<file path="src/design/hpi_pkg.sv">
// Constants, pad mode type and decode function for host port pad isolation
package hpi_pkg;

    localparam int NUM_SEL = 8;
    localparam int DATA_W = 16;

    // Selection and synchronised pin indices share positions 0 to 6
    localparam int SEL_RDY = 0;
    localparam int SEL_INT = 1;
    localparam int SEL_DREQ = 2;
    localparam int SEL_CS = 3;
    localparam int SEL_RS = 4;
    localparam int SEL_WR = 5;
    localparam int SEL_RD = 6;
    localparam int SEL_DATA = 7;
    localparam int PIN_EN = 7;
    localparam int NUM_STB = 4;

    // Strobe levels handed to the core while a strobe buffer is off
    localparam logic [3:0] STROBE_IDLE = 4'hd;
    localparam logic RST_READY_LEVEL = 1'h0;

    typedef enum logic [2:0] {
        PAD_GPIO = 3'h1,
        PAD_OFF = 3'h2,
        PAD_LIVE = 3'h4
    } hpi_pad_t;

    function automatic hpi_pad_t pad_mode(input logic host_sel,
                                          input logic en_sel,
                                          input logic en_level);
        if (!host_sel) begin
            pad_mode = PAD_GPIO;
        end else if (!en_sel) begin
            pad_mode = PAD_OFF;
        end else if (!en_level) begin
            pad_mode = PAD_OFF;
        end else begin
            pad_mode = PAD_LIVE;
        end
    endfunction

endpackage

</file>
<file path="src/design/hpi_pad_iso.sv">
// Host port pad buffer control with power-loss isolation
module hpi_pad_iso (
    input wire logic clk_in,
    input wire logic rst_in,
    input wire logic host_port_enable_pin_in,
    input wire logic boot_mode_strap_in,
    input wire logic host_chip_select_n_in,
    input wire logic host_register_select_in,
    input wire logic host_write_strobe_n_in,
    input wire logic host_read_strobe_n_in,
    input wire logic host_ready_pad_in,
    input wire logic host_interrupt_pad_in,
    input wire logic host_dma_request_pad_in,
    input wire logic [15:0] host_data_bus_in,
    input wire logic pin_func_sel_enable_in,
    input wire logic [7:0] pin_func_sel_host_in,
    input wire logic core_ready_in,
    input wire logic core_interrupt_in,
    input wire logic core_dma_request_in,
    input wire logic [15:0] core_data_tx_in,
    output logic host_ready_out,
    output logic host_ready_oe_out,
    output logic host_interrupt_out,
    output logic host_interrupt_oe_out,
    output logic host_dma_request_out,
    output logic host_dma_request_oe_out,
    output logic [15:0] host_data_bus_out,
    output logic host_data_bus_oe_out,
    output logic host_data_bus_ie_out,
    output logic [3:0] host_strobe_ie_out,
    output logic [3:0] core_strobe_out,
    output logic [15:0] core_data_rx_out,
    output logic [7:0] gpio_level_out,
    output logic [15:0] gpio_data_out
);

    typedef struct packed {
        logic [7:0] s1_pin;
        logic [7:0] s2_pin;
        logic s1_strap;
        logic s2_strap;
        logic [15:0] s1_dat;
        logic [15:0] s2_dat;
        logic strap_r;
        logic rdy_o;
        logic rdy_oe;
        logic int_o;
        logic int_oe;
        logic dreq_o;
        logic dreq_oe;
        logic [15:0] dat_o;
        logic dat_oe;
        logic dat_ie;
        logic [3:0] stb_ie;
        logic [3:0] core_stb;
        logic [15:0] dat_rx;
        logic [7:0] gpio;
        logic [15:0] gpio_dat;
    } hpi_state_t;

    hpi_state_t r;
    hpi_state_t n;
    hpi_pkg::hpi_pad_t st [hpi_pkg::NUM_SEL];
    logic boot;
    logic en_sel;
    logic en_gpio;
    logic live;

    always_comb begin
        n = r;
        boot = 1'b0;
        en_sel = 1'b0;
        en_gpio = 1'b0;
        live = 1'b0;
        n.s1_pin = {host_port_enable_pin_in, host_read_strobe_n_in,
                    host_write_strobe_n_in, host_register_select_in,
                    host_chip_select_n_in, host_dma_request_pad_in,
                    host_interrupt_pad_in, host_ready_pad_in};
        n.s2_pin = r.s1_pin;
        n.s1_strap = boot_mode_strap_in;
        n.s2_strap = r.s1_strap;
        n.s1_dat = host_data_bus_in;
        n.s2_dat = r.s1_dat;

        // Strap is caught while reset is held and frozen at release
        boot = rst_in ? r.s2_strap : r.strap_r;
        en_sel = boot | pin_func_sel_enable_in;
        if (rst_in) begin
            n.strap_r = r.s2_strap;
            en_gpio = !boot;
            for (int i = 0; i < hpi_pkg::NUM_SEL; i++) begin
                st[i] = boot ? hpi_pkg::PAD_OFF : hpi_pkg::PAD_GPIO;
            end
        end else begin
            en_gpio = !en_sel;
            for (int i = 0; i < hpi_pkg::NUM_SEL; i++) begin
                // Boot strap forces host use; otherwise selections decide
                st[i] = hpi_pkg::pad_mode(boot | pin_func_sel_host_in[i],
                                          en_sel,
                                          r.s2_pin[hpi_pkg::PIN_EN]);
            end
        end

        // Ready is the one pin driven during boot reset
        n.rdy_oe = (st[hpi_pkg::SEL_RDY] == hpi_pkg::PAD_LIVE)
                   | (rst_in & boot);
        n.rdy_o = (st[hpi_pkg::SEL_RDY] == hpi_pkg::PAD_LIVE) ?
                  core_ready_in : hpi_pkg::RST_READY_LEVEL;
        n.int_oe = (st[hpi_pkg::SEL_INT] == hpi_pkg::PAD_LIVE);
        n.int_o = n.int_oe & core_interrupt_in;
        n.dreq_oe = (st[hpi_pkg::SEL_DREQ] == hpi_pkg::PAD_LIVE);
        n.dreq_o = n.dreq_oe & core_dma_request_in;

        // Idle strobes keep the core quiet while a pin is isolated
        for (int s = 0; s < hpi_pkg::NUM_STB; s++) begin
            n.stb_ie[s] = st[hpi_pkg::SEL_CS + s] == hpi_pkg::PAD_LIVE;
            n.core_stb[s] = n.stb_ie[s] ? r.s2_pin[hpi_pkg::SEL_CS + s] :
                            hpi_pkg::STROBE_IDLE[s];
        end

        // Data turns round on synchronised strobes; adds two cycles lag
        live = (st[hpi_pkg::SEL_DATA] == hpi_pkg::PAD_LIVE);
        n.dat_ie = live;
        n.dat_oe = live & !r.s2_pin[hpi_pkg::SEL_CS]
                   & !r.s2_pin[hpi_pkg::SEL_RD];
        n.dat_o = live ? core_data_tx_in : '0;
        n.dat_rx = live ? r.s2_dat : '0;

        for (int i = 0; i < hpi_pkg::SEL_DATA; i++) begin
            n.gpio[i] = (st[i] == hpi_pkg::PAD_GPIO) & r.s2_pin[i];
        end
        n.gpio[hpi_pkg::PIN_EN] = en_gpio & r.s2_pin[hpi_pkg::PIN_EN];
        n.gpio_dat = (st[hpi_pkg::SEL_DATA] == hpi_pkg::PAD_GPIO) ?
                     r.s2_dat : '0;
    end

    // Reset is synchronous and handled in the next-state logic
    always_ff @(posedge clk_in) begin
        r <= n;
    end

    assign host_ready_out = r.rdy_o;
    assign host_ready_oe_out = r.rdy_oe;
    assign host_interrupt_out = r.int_o;
    assign host_interrupt_oe_out = r.int_oe;
    assign host_dma_request_out = r.dreq_o;
    assign host_dma_request_oe_out = r.dreq_oe;
    assign host_data_bus_out = r.dat_o;
    assign host_data_bus_oe_out = r.dat_oe;
    assign host_data_bus_ie_out = r.dat_ie;
    assign host_strobe_ie_out = r.stb_ie;
    assign core_strobe_out = r.core_stb;
    assign core_data_rx_out = r.dat_rx;
    assign gpio_level_out = r.gpio;
    assign gpio_data_out = r.gpio_dat;
endmodule

</file>
<file path="config.mk">
export PLATFORM = sky130hd
export DESIGN_NAME = hpi_pad_iso
export DESIGN_NICKNAME = d
export VERILOG_FILES = /design/src/design/hpi_pkg.sv /design/src/design/hpi_pad_iso.sv
export SDC_FILE = /design/constraint.sdc
export NUM_CORES = 1
export LEC_CHECK = 0
export ABC_AREA = 1
export ABC_CLOCK_PERIOD_IN_PS = 1300
export BUFFER_PORTS_ARGS = -buffer_cell sky130_fd_sc_hd__buf_2
export CORE_MARGIN = 10
export CORE_UTILIZATION = 51
export CTS_BUF_LIST = sky130_fd_sc_hd__clkbuf_8
export DETAILED_ROUTE_END_ITERATION = 16
export PLACE_DENSITY = 0.81
export SYNTH_ARGS = -nofsm -noshare
export SYNTH_HDL_FRONTEND = slang
export SYNTH_SLANG_ARGS = --single-unit
export TNS_END_PERCENT = 30
</file>
<file path="constraint.sdc">
create_clock -name clk_in -period 1.3 [get_ports clk_in]
set_input_delay 0.26 -clock clk_in [delete_from_list [all_inputs] [get_ports clk_in]]
set_output_delay 0.26 -clock clk_in [all_outputs]
set_load 0.01 [all_outputs]
</file>
## After elaboration in Yosys (flattened, before gate mapping)

Index checks and enable logic that the tools add are counted.
Widths: inputs -> output; s select.

| word-level totals | value |
|---|---|
| flip-flop bits (word level) | 123 |
| logic and storage cells | 81 |
| input bits | 55 |
| output and inout port bits | 72 |

| operators by class | value |
|---|---|
| equal/unequal tests | 16 |
| bitwise logic cells | 23 |
| mux-type cells | 14 |
| reduce and logical (&&, ||, !) cells | 4 |

Operators by type and width:

| operator | number |
|---|---|
| $mux 3 | 10 |
| $eq 3x1->1 const B | 8 |
| $eq 3x3->1 const B | 8 |
| $mux 24 | 1 |
| $and 1x1->1 | 13 |
| $or 1x1->1 | 10 |
| $logic_not 1->1 | 4 |
| $mux 1 | 2 |
| $mux 2 | 1 |

## Longest topological paths before layout

Gate-level depths: netlist of the first run.

| logic depth | value |
|---|---|
| depth after elaboration | 8 |
| depth in mapped cells | 6 |
| gate-level depth less buffers | 5 |

## Least setup slack after synthesis of the first run

OpenSTA, ideal clock, no wires.

| path | value |
|---|---|
| kind | flip-flop to flip-flop |
| start | reg r[72] (netlist bit) |
| end | reg r (netlist bit gpio_data_out[10]) |
| required time | 1184 ps |
| cell stages (with the launch flop) | 5 |
| data arrival time | 927 ps |
| setup time | 116 ps |
| path buffers | 1 |
| setup slack | 257 ps |
| period minus slack after synthesis | 1043 ps |
| path through | dfxtp_1 inv_1 a31oi_2 buf_2 nor2_1 |

| between the ends | value |
|---|---|
| cells in the longest elaborated chain, start to end | 6 |
| elaborated cells on any way between the ends | 8 |
| those cells by class | eq/ne (1); mux (5); bitwise (2) |

RTL lines:

| element | line | source |
|---|---|---|
| start: declaration | hpi_pad_iso.sv:61 | `hpi_state_t r;` |
| start signal: assignment | hpi_pad_iso.sv:139 | `r <= n;` |
| $mux 1 (*) | -- |  |
| $or 1x1->1 | hpi_pad_iso.sv:87 | `en_sel = boot \| pin_func_sel_enable_in;` |
| $mux 3 | hpi_pkg.sv:34 | `end else if (!en_sel) begin` |
| $mux 3 | hpi_pkg.sv:32 | `if (!host_sel) begin` |
| $mux 24 (*) | hpi_pad_iso.sv:88 | `if (rst_in) begin` |
| $eq 3x1->1 (*) | hpi_pad_iso.sv:133 | `n.gpio_dat = (st[hpi_pkg::SEL_DATA] == hpi_pkg::PAD_GPIO) ?` |

Every way passes the cells marked *; elsewhere a longest branch is shown, timed or not.
A chain may end at the register's enable or synchronous reset.

## Final worst setup path of the first run

| path | value |
|---|---|
| start | reg r (netlist bit core_data_rx_out[11]) |
| end | out core_data_rx_out[11] |

RTL lines:

| element | line | source |
|---|---|---|
| end: declaration | hpi_pad_iso.sv:32 | `output logic [15:0] core_data_rx_out,` |

No word-level cell between the ends.

==> qor_table.md, run 1 <==
| Quantity | This run | Unit |
|---|---|---|
| Status | completed | - |
| Post-route clock skew | 0.00804 | ns |
| Portion of synthesized cell area occupied by the leading cell type | 68.0 | % |
| Worst endpoint data arrival time | 0.90 | ns |
| Peak supply drop | 0.00161 | V |
| Kind of end point of the critical path | primary output | - |
| Portion of the clock cycle consumed by the worst path in the final layout | 89.1 | % |
| Floorplan Core Area | 6830 | um2 |
| Synth Register Bits | 123 | - |
| Count of vias placed by the detailed router | 2250 | - |
| First-pass GRT wire length | 12100 | um |
| End of the worst register-to-register path | core_data_rx_out[8] | - |
| Class of the worst hold path | in2reg | - |
| Xor/xnor share of the synthesized area | 0 | % |
| Proportion of synthesized area in mux cells | 0 | % |
| Count of input and output buffers | 126 | - |
| Number of warnings reported in the yosys synthesis log | 0 | - |
| Maximum level of the CTS H-tree | 4 | - |
| Async SR Flop Fraction | 0 | % |
| Antenna violations before repair | 0 | - |
| Die boundary height | 104 | um |
| Shortest clock period the worst path allows after layout | 1.16 | ns |
| Pin count of the biggest net entering global routing | 35 | - |
| Average wire length per cell after detail routing | 13.7 | um |
| Largest family of logic cells by synthesized area | buffers and inverters | - |
| Total Die Area | 10900 | um2 |
| Library cell with the highest instance count after synthesis | sky130_fd_sc_hd__dfxtp_1 | - |
| Clock insertion delay at the later pin of the skew report | 0.42 | ns |
| FP Rows | 30 | - |
| Detailed-route vias per instance | 4.08 | - |
| Routed wire length | 7560 | um |
| Number of DRC violations after detailed-routing iteration 0 | 48 | - |
| Highest clock rate | 0.863 | GHz |
| Critical Path Source | core_data_rx_out[11] | - |
| Relative contribution of the clock network to total power | 43.1 | % |
| Clk root buf | sky130_fd_sc_hd__clkbuf_8 | - |
| Worst-path cell with the longest stage delay | sky130_fd_sc_hd__dfxtp_1 | - |
| Number of gates on the worst path with buffers counted | 1 | - |
| Total of max-cap violations | 0 | - |
| Leakage | 2.45 | nW |
| Mapped cell area | 3620 | um2 |
| Number of nets with antenna violations after routing | 0 | - |
| Synthesized-area fraction occupied by and/or/nand/nor cells | 10.2 | % |
| Number of design rule violations left after detail routing | 0 | - |
| Data required time of the worst path | 1.04 | ns |
| Net count of the mapped netlist | 392 | - |
| Top_reg_cell synth | sky130_fd_sc_hd__dfxtp_1 | - |
| Total setup violations reported at the end of the flow | 0 | - |
| Path type of the worst setup path | reg2out | - |
| Worst setup path end | core_data_rx_out[11] | - |
| Number of iterations in the first detailed-routing pass | 4 | - |
| Cell count after synthesis | 337 | - |
| Global routing usage summed across all routing layers | 14.4 | % |
| Pwr dens | 1740 | nW/um2 |
| Normalized max-slew margin | 83.0 | % |
| Post-CTS resize count | 0 | - |
| Number of clock buffers inserted by TritonCTS | 17 | - |
| Max Fanout on Critical Path | 1 | - |
| Number of enable flip-flop cells after synthesis | 0 | - |
| Final weighted congestion of routability-driven global placement | 0.735 | - |
| Largest delay share family, worst path | flip-flops | - |
| Sequential share of power | 50.3 | % |
| Final Hold Slack | 0.0502 | ns |
| Power spent charging and discharging nets | 0.00173 | W |
| Layout cells sized above 1 | 37.1 | % |
| Top area cells in the synthesized netlist | sky130_fd_sc_hd__dfxtp_1, sky130_fd_sc_hd__buf_4, sky130_fd_sc_hd__nor2_1 | - |
| Placed wire-length estimate | 5170 | um |
| TritonCTS clock tree | yes | - |
| Final number of max-transition violations | 0 | - |
| Compound-cell area share of the yosys netlist | 1.66 | % |
| Number of sinks driven by the clock tree | 123 | - |
| Cell type with the largest total area after synthesis | sky130_fd_sc_hd__dfxtp_1 | - |
| Antenna cells | 0 | - |
| Setup_tns | 0 | ns |
| Max Root-Sink Buffers | 2 | - |
| R2R depth | 5 | - |
| Via count of the first global-routing pass | 2489 | - |
| Switching Share | 21.7 | % |
| Least-Margin Pin Slew | 0.254 | ns |
| Startpoint class of the critical path | register | - |
| Combined buffer and inverter count along the critical path | 1 | - |
| Internal Dissipation | 0.00624 | W |
| Initial core utilization | 53.0 | % |
| Die width | 104 | um |
| Startpoint of the worst-slack reg-to-reg timing path | r[114] | - |
| CP Cell Sequence | buf_2 | - |
| Syn avg cell area | 10.7 | um2 |
| Setup slack, reg-to-reg | 0.23 | ns |
| Area grow syn2layout | 26.6 | % |
| Final hold violation count | 0 | - |
| Crit path largest cell delay | 0.33 | ns |
| Grt total ovfl | 0 | - |
| Worst-path clk slew | 0.07 | ns |
| Count of unique library cells instantiated by Yosys | 17 | - |
| I/O pin cnt | 127 | - |
| Combinational share of power | 6.6 | % |
| Unrepaired setup endpoints after global routing | no | - |
| Synthesized-area fraction occupied by adder cells | 0 | % |
| Net count, final | 499 | - |
| Leading post-synthesis cells by instance count | sky130_fd_sc_hd__dfxtp_1, sky130_fd_sc_hd__buf_4, sky130_fd_sc_hd__nor2_1, sky130_fd_sc_hd__inv_1, sky130_fd_sc_hd__nand3_1 | - |
| Sequential-to-total area share from yosys stat | 68.0 | % |
==> metrics by stage <==
| stage | worst slack, ns | std cells | area, um2 | power [W] | utilization [%] |
|---|---|---|---|---|---|
| 2_1_floorplan | 0.257 | 337 | 3620 | 0.00442 | - |
| 3_3_place_gp | 0.193 | 496 | 3910 | 0.00453 | 57.3 |
| 6_report | 0.141 | 552 | 4580 | 0.00796 | 67.1 |
| 3_5_place_dp | 0.136 | 496 | 3910 | 0.00455 | 57.3 |
| 5_1_grt | 0.0786 | 552 | 4580 | 0.00829 | 67.1 |
| 4_1_cts | 0.132 | 552 | 4580 | 0.00803 | 67.1 |
==> worst register-to-register path: cells and delay by family (launching register included) <==
family	cells	cell delay [ns]
buf+inv	2	0.23
flops	1	0.31
simple gates	3	0.47
==> worst min path at each step <==
stage                        startpoint                     to  cells after the start
floorplan            boot_mode_strap_in                 n[105]                      0
global placement                 n[111]                 r[111]                      0
detailed placement                n[79]                  r[79]                      0
CTS                 core_data_tx_in[11]  host_data_bus_out[11]                      3
global route         core_data_tx_in[2]   host_data_bus_out[2]                      3
finish              core_data_tx_in[11]  host_data_bus_out[11]                      3
==> logic make-up (layout without fill, tap and decap cells) <==
group / after synthesis / in the layout
buffers and inverters: 124 / 243
DFF: 123 / 123
AOI/OAI and AO/OA: 9 / 9
and+or+nand+nor: 81 / 81
==> metal layers <==
layer / track usage, % / share of wire (%)
met5: 0 / 0
met4: 5.67 / 0.52
met3: 9.91 / 12
met2: 25.1 / 51
met1: 12.8 / 37
==> power by group through the flow <==
stage               sequential (W)  combinational, W  clock, W
detailed placement         0.00408          0.000468         0
global route               0.00402          0.000581   0.00369
floorplan                  0.00408          0.000335         0
finish                     0.00400          0.000526   0.00343
global placement           0.00408          0.000453         0
CTS                        0.00400          0.000531   0.00350
==> registers in the layout, indices dropped and copies added, names as in the netlist <==
register / flops
host_ready_oe_out: 1
gpio_level_out: 8
host_ready_out: 1
host_dma_request_out: 1
host_data_bus_oe_out: 1
host_dma_request_oe_out: 1
host_data_bus_out: 16
host_data_bus_ie_out: 1
core_data_rx_out: 16
host_strobe_ie_out: 4
host_interrupt_out: 1
n: 25
r: 26
core_strobe_out: 4
gpio_data_out: 16
host_interrupt_oe_out: 1
==> final cells by class <==
class	instances	area [um2]
Clock inverter	11	144
Clock buffer	20	275
Timing Repair Buffer	156	943
Inverter	56	210
Sequential cell	123	2460
Fill cell	520	2250
Tap cell	96	120
Multi-Input combinational cell	90	428
==> timing repair <==
action,in CTS,in global routing
setup buffers,0,0
hold buffers,25,0
hold endpoints to repair,25,0
==> layout by cell type, fill, tap and decap left out, types with 4 or more instances in the layout <==
cell type / synthesis / routed
sky130_fd_sc_hd__buf_2: 1 / 126
sky130_fd_sc_hd__dfxtp_1: 123 / 123
sky130_fd_sc_hd__nor2_1: 57 / 57
sky130_fd_sc_hd__inv_1: 55 / 55
sky130_fd_sc_hd__dlygate4sd3_1: 0 / 25
sky130_fd_sc_hd__clkbuf_8: 0 / 20
sky130_fd_sc_hd__nand3_1: 8 / 8
sky130_fd_sc_hd__nand2_1: 5 / 5
sky130_fd_sc_hd__a21oi_1: 5 / 5
sky130_fd_sc_hd__clkinvlp_4: 0 / 4
No activity file was read; power rests on OpenSTA's default activity.
==> inputs of run 2 (changes only) <==
--- a/config.mk
+++ b/config.mk
@@ -6,7 +6,7 @@
 export NUM_CORES = 1
 export LEC_CHECK = 0
 export ABC_AREA = 1
-export ABC_CLOCK_PERIOD_IN_PS = 1300
+export ABC_CLOCK_PERIOD_IN_PS = 1100
 export BUFFER_PORTS_ARGS = -buffer_cell sky130_fd_sc_hd__buf_2
 export CORE_MARGIN = 10
 export CORE_UTILIZATION = 51
==> constraint.sdc (replaced) <==
create_clock -name clk_in -period 1.1 [get_ports clk_in]
set_input_delay 0.22 -clock clk_in [delete_from_list [all_inputs] [get_ports clk_in]]
set_output_delay 0.22 -clock clk_in [all_outputs]
set_load 0.01 [all_outputs]
==> run 2 against run 1 <==
Net effect:
- clock skew rose by 0.00094 ns
- non-clock buffer count grew 13
- design area increased by 9.1%
- die area unchanged
- sequential power increased by 19%
- clock-buffer cell count down 3
- wire length is 4.9% higher
- first-iteration DRC count rose by 2.1%
- sequential share of layout area fell by 3.5 points
- via count grew 3.8%
- the flow now finishes with violations (setup timing)
- utilization increased by 6.1 points
- power is 16% higher
==> qor_table.md, run 2 (same netlist as run 1, synthesis figures left out) <==
| Quantity | This run | Unit | Change |
|---|---|---|---|
| Worst endpoint data arrival time | 1.43 | ns | +0.53 ns |
| Most common library cell in the layout ignoring fill and taps | sky130_fd_sc_hd__buf_2 | - |  |
| Total Die Area | 10900 | um2 | unchanged |
| Kind of end point of the critical path | register | - |  |
| Peak supply drop | 0.00121 | V | -25% |
| Post-Route Utilization | 73.2 | % | +6.1 points |
| Smallest setup slack after layout | -0.00120 | ns | -0.142 ns |
| Finished Cell Area | 5000 | um2 | +9.1% |
| Least-Margin Pin Slew | 0.254 | ns | -0.000602 ns |
| Antenna violations before repair | 0 | - | unchanged |
| Data required time of the worst path | 1.43 | ns | +0.39 ns |
| Clk root buf | sky130_fd_sc_hd__clkbuf_8 | - |  |
| Average wire length per cell after detail routing | 14.0 | um | +2.3% |
| Total setup violations reported at the end of the flow | 1 | - | +1 |
| Pwr dens | 1850 | nW/um2 | +6.5% |
| Die width | 104 | um | unchanged |
| Max Fanout on Critical Path | 16 | - | +15 |
| Shortest clock period the worst path allows after layout | 1.10 | ns |  |
| Final number of max-transition violations | 0 | - | unchanged |
| Max Root-Sink Buffers | 2 | - | unchanged |
| Class of the worst hold path | in2reg | - |  |
| TritonCTS clock tree | yes | - |  |
| Detailed-route vias per instance | 4.13 | - | +1.3% |
| Pin count of the biggest net entering global routing | 19 | - | -46% |
| Area of the multi-input gates | 433 | um2 | +1.2% |
| Largest reg by FF count | r | - |  |
| Number of iterations in the first detailed-routing pass | 4 | - | unchanged |
| Startpoint class of the critical path | register | - |  |
| Routed wire length | 7930 | um | +4.9% |
| Total of max-cap violations | 0 | - | unchanged |
| Leakage | 2.57 | nW | +4.8% |
| Path type of the worst setup path | reg2reg | - |  |
| Number of DRC violations after detailed-routing iteration 0 | 49 | - | +2.1% |
| Fill cells | 458 | - | -12% |
| Normalized max-slew margin | 83.1 | % | about the same |
| Area grow syn2layout | 38.1 | % |  |
| Number of clock buffers inserted by TritonCTS | 17 | - | unchanged |
| Leading cell types in the layout, fill and taps excluded | sky130_fd_sc_hd__buf_2, sky130_fd_sc_hd__dfxtp_1, sky130_fd_sc_hd__nor2_1, sky130_fd_sc_hd__inv_1, sky130_fd_sc_hd__dfxtp_2 | - |  |
| Placed cell areas | 3960 | um2 | +1.2% |
| Number of nets with antenna violations after routing | 0 | - | unchanged |
| Number of design rule violations left after detail routing | 0 | - | unchanged |
| Via count of the first global-routing pass | 2503 | - | +0.56% |
| FP Rows | 30 | - | unchanged |
| Area used by sequential logic in the layout | 2510 | um2 | +2.0% |
| Grt total ovfl | 0 | - | unchanged |
| Net count, final | 512 | - | +2.6% |
| Layout cells sized above 1 | 44.9 | % | +7.8 points |
| Unrepaired setup endpoints after global routing | yes | - |  |
| Flip-flop count of the largest register after layout | 26 | - | unchanged |
| Violations in the final reports | setup timing | - |  |
| Portion of the clock cycle consumed by the worst path in the final layout | 100 | % |  |
| First-pass GRT wire length | 11800 | um | -2.3% |
| Placed wire-length estimate | 5340 | um | +3.3% |
| Clock insertion delay at the later pin of the skew report | 0.41 | ns | about the same |
| Post-route clock skew | 0.00898 | ns | +0.000936 ns |
| Final weighted congestion of routability-driven global placement | 0.731 | - | -0.53% |
| I/O pin cnt | 127 | - | unchanged |
| Count of input and output buffers | 126 | - | unchanged |
| Number of sinks driven by the clock tree | 123 | - | unchanged |
| Maximum level of the CTS H-tree | 4 | - | unchanged |
| Status | complete, but fails checks | - |  |
| Global routing usage summed across all routing layers | 14.0 | % | -0.46 points |
| Final hold violation count | 0 | - | unchanged |
| Worst-path clk slew | 0.07 | ns | about the same |
| Initial core utilization | 53.0 | % | unchanged |
| Count of vias placed by the detailed router | 2336 | - | +3.8% |
| Antenna cells | 0 | - | unchanged |
| Floorplan Core Area | 6830 | um2 | unchanged |
| Highest clock rate | 0.908 | GHz |  |
| Die boundary height | 104 | um | unchanged |
## run 2: changes by cell type in the layout (fill, tap and decap cells not counted), moves of 10 or more
cell / previous run / this run
sky130_fd_sc_hd__buf_2: 126 / 88
sky130_fd_sc_hd__buf_6: 0 / 38
sky130_fd_sc_hd__dfxtp_1: 123 / 84
sky130_fd_sc_hd__dfxtp_2: 0 / 39
sky130_fd_sc_hd__dlygate4sd3_1: 25 / 35
## run 2: cell type report
cell class | instances | area share [%]
Clock buffer | 17 | 4.68
Clock inverter | 15 | 2.98
Inverter | 56 | 4.21
Multi-Input combinational cell | 90 | 8.66
Sequential cell | 123 | 50.2
Tap cell | 96 | 2.40
Timing Repair Buffer | 169 | 26.8
## run 2: path summary, 6_finish.rpt
check / slack (ns) / from / depth (start not counted) / to
max reg2reg: -0.001 / r[72] / 5 / core_data_rx_out[5]
min: 0.02 / core_ready_in / 3 / host_ready_out
max: -0.001 / r[72] / 5 / core_data_rx_out[5]
min reg2reg: 0.33 / n[105] / 0 / r[105]
## run 2: critical path: stages, from the launching register on
cell and delay (ns):
sky130_fd_sc_hd__dfxtp_1 0.35, sky130_fd_sc_hd__nand2_2 0.10, sky130_fd_sc_hd__nand3_4 0.14, sky130_fd_sc_hd__nand3_4 0.11
sky130_fd_sc_hd__buf_12 0.16, sky130_fd_sc_hd__nor2_1 0.14
## run 2: routing by layer
metal | global-route usage (%) | vias up | wire length (um)
met1 | 13.5 | 1043 | 3040
li1 | - | 1173 | -
met3 | 9.60 | 17 | 756
met4 | 5.86 | 0 | 189
met2 | 22.7 | 103 | 3940
met5 | 0 | - | 0
## run 2: through the flow
stage | setup TNS (ns) | hold slack (ns) | worst slack (ns) | total power (W) | cells
final | -0.00120 | 0.0239 | -0.00120 | 0.00925 | 566
after CTS | -0.0186 | 0.000787 | -0.00538 | 0.00923 | 563
after global routing | -0.602 | 0.0161 | -0.0462 | 0.00963 | 566
after detailed placement | -0.106 | 0.312 | -0.0215 | 0.00541 | 497
after floorplan | 0 | 0.248 | 0.0567 | 0.00522 | 337
after global placement | 0 | 0.310 | 0.0146 | 0.00538 | 497
## run 2: timing repair
item                                    4_1_cts  5_1_grt
resized for setup                            14       68
setup buffers                                 0        2
pin swaps                                     1        1
hold buffers                                 34        1
endpoints found under the setup margin       13      100
hold endpoints to repair                     34        1
## run 2: power breakdown
group	switching (W)	internal, W
clock	0.00172	0.00200
combinational	0.000348	0.000416
sequential	0.0000699	0.00469
total	0.00214	0.00711
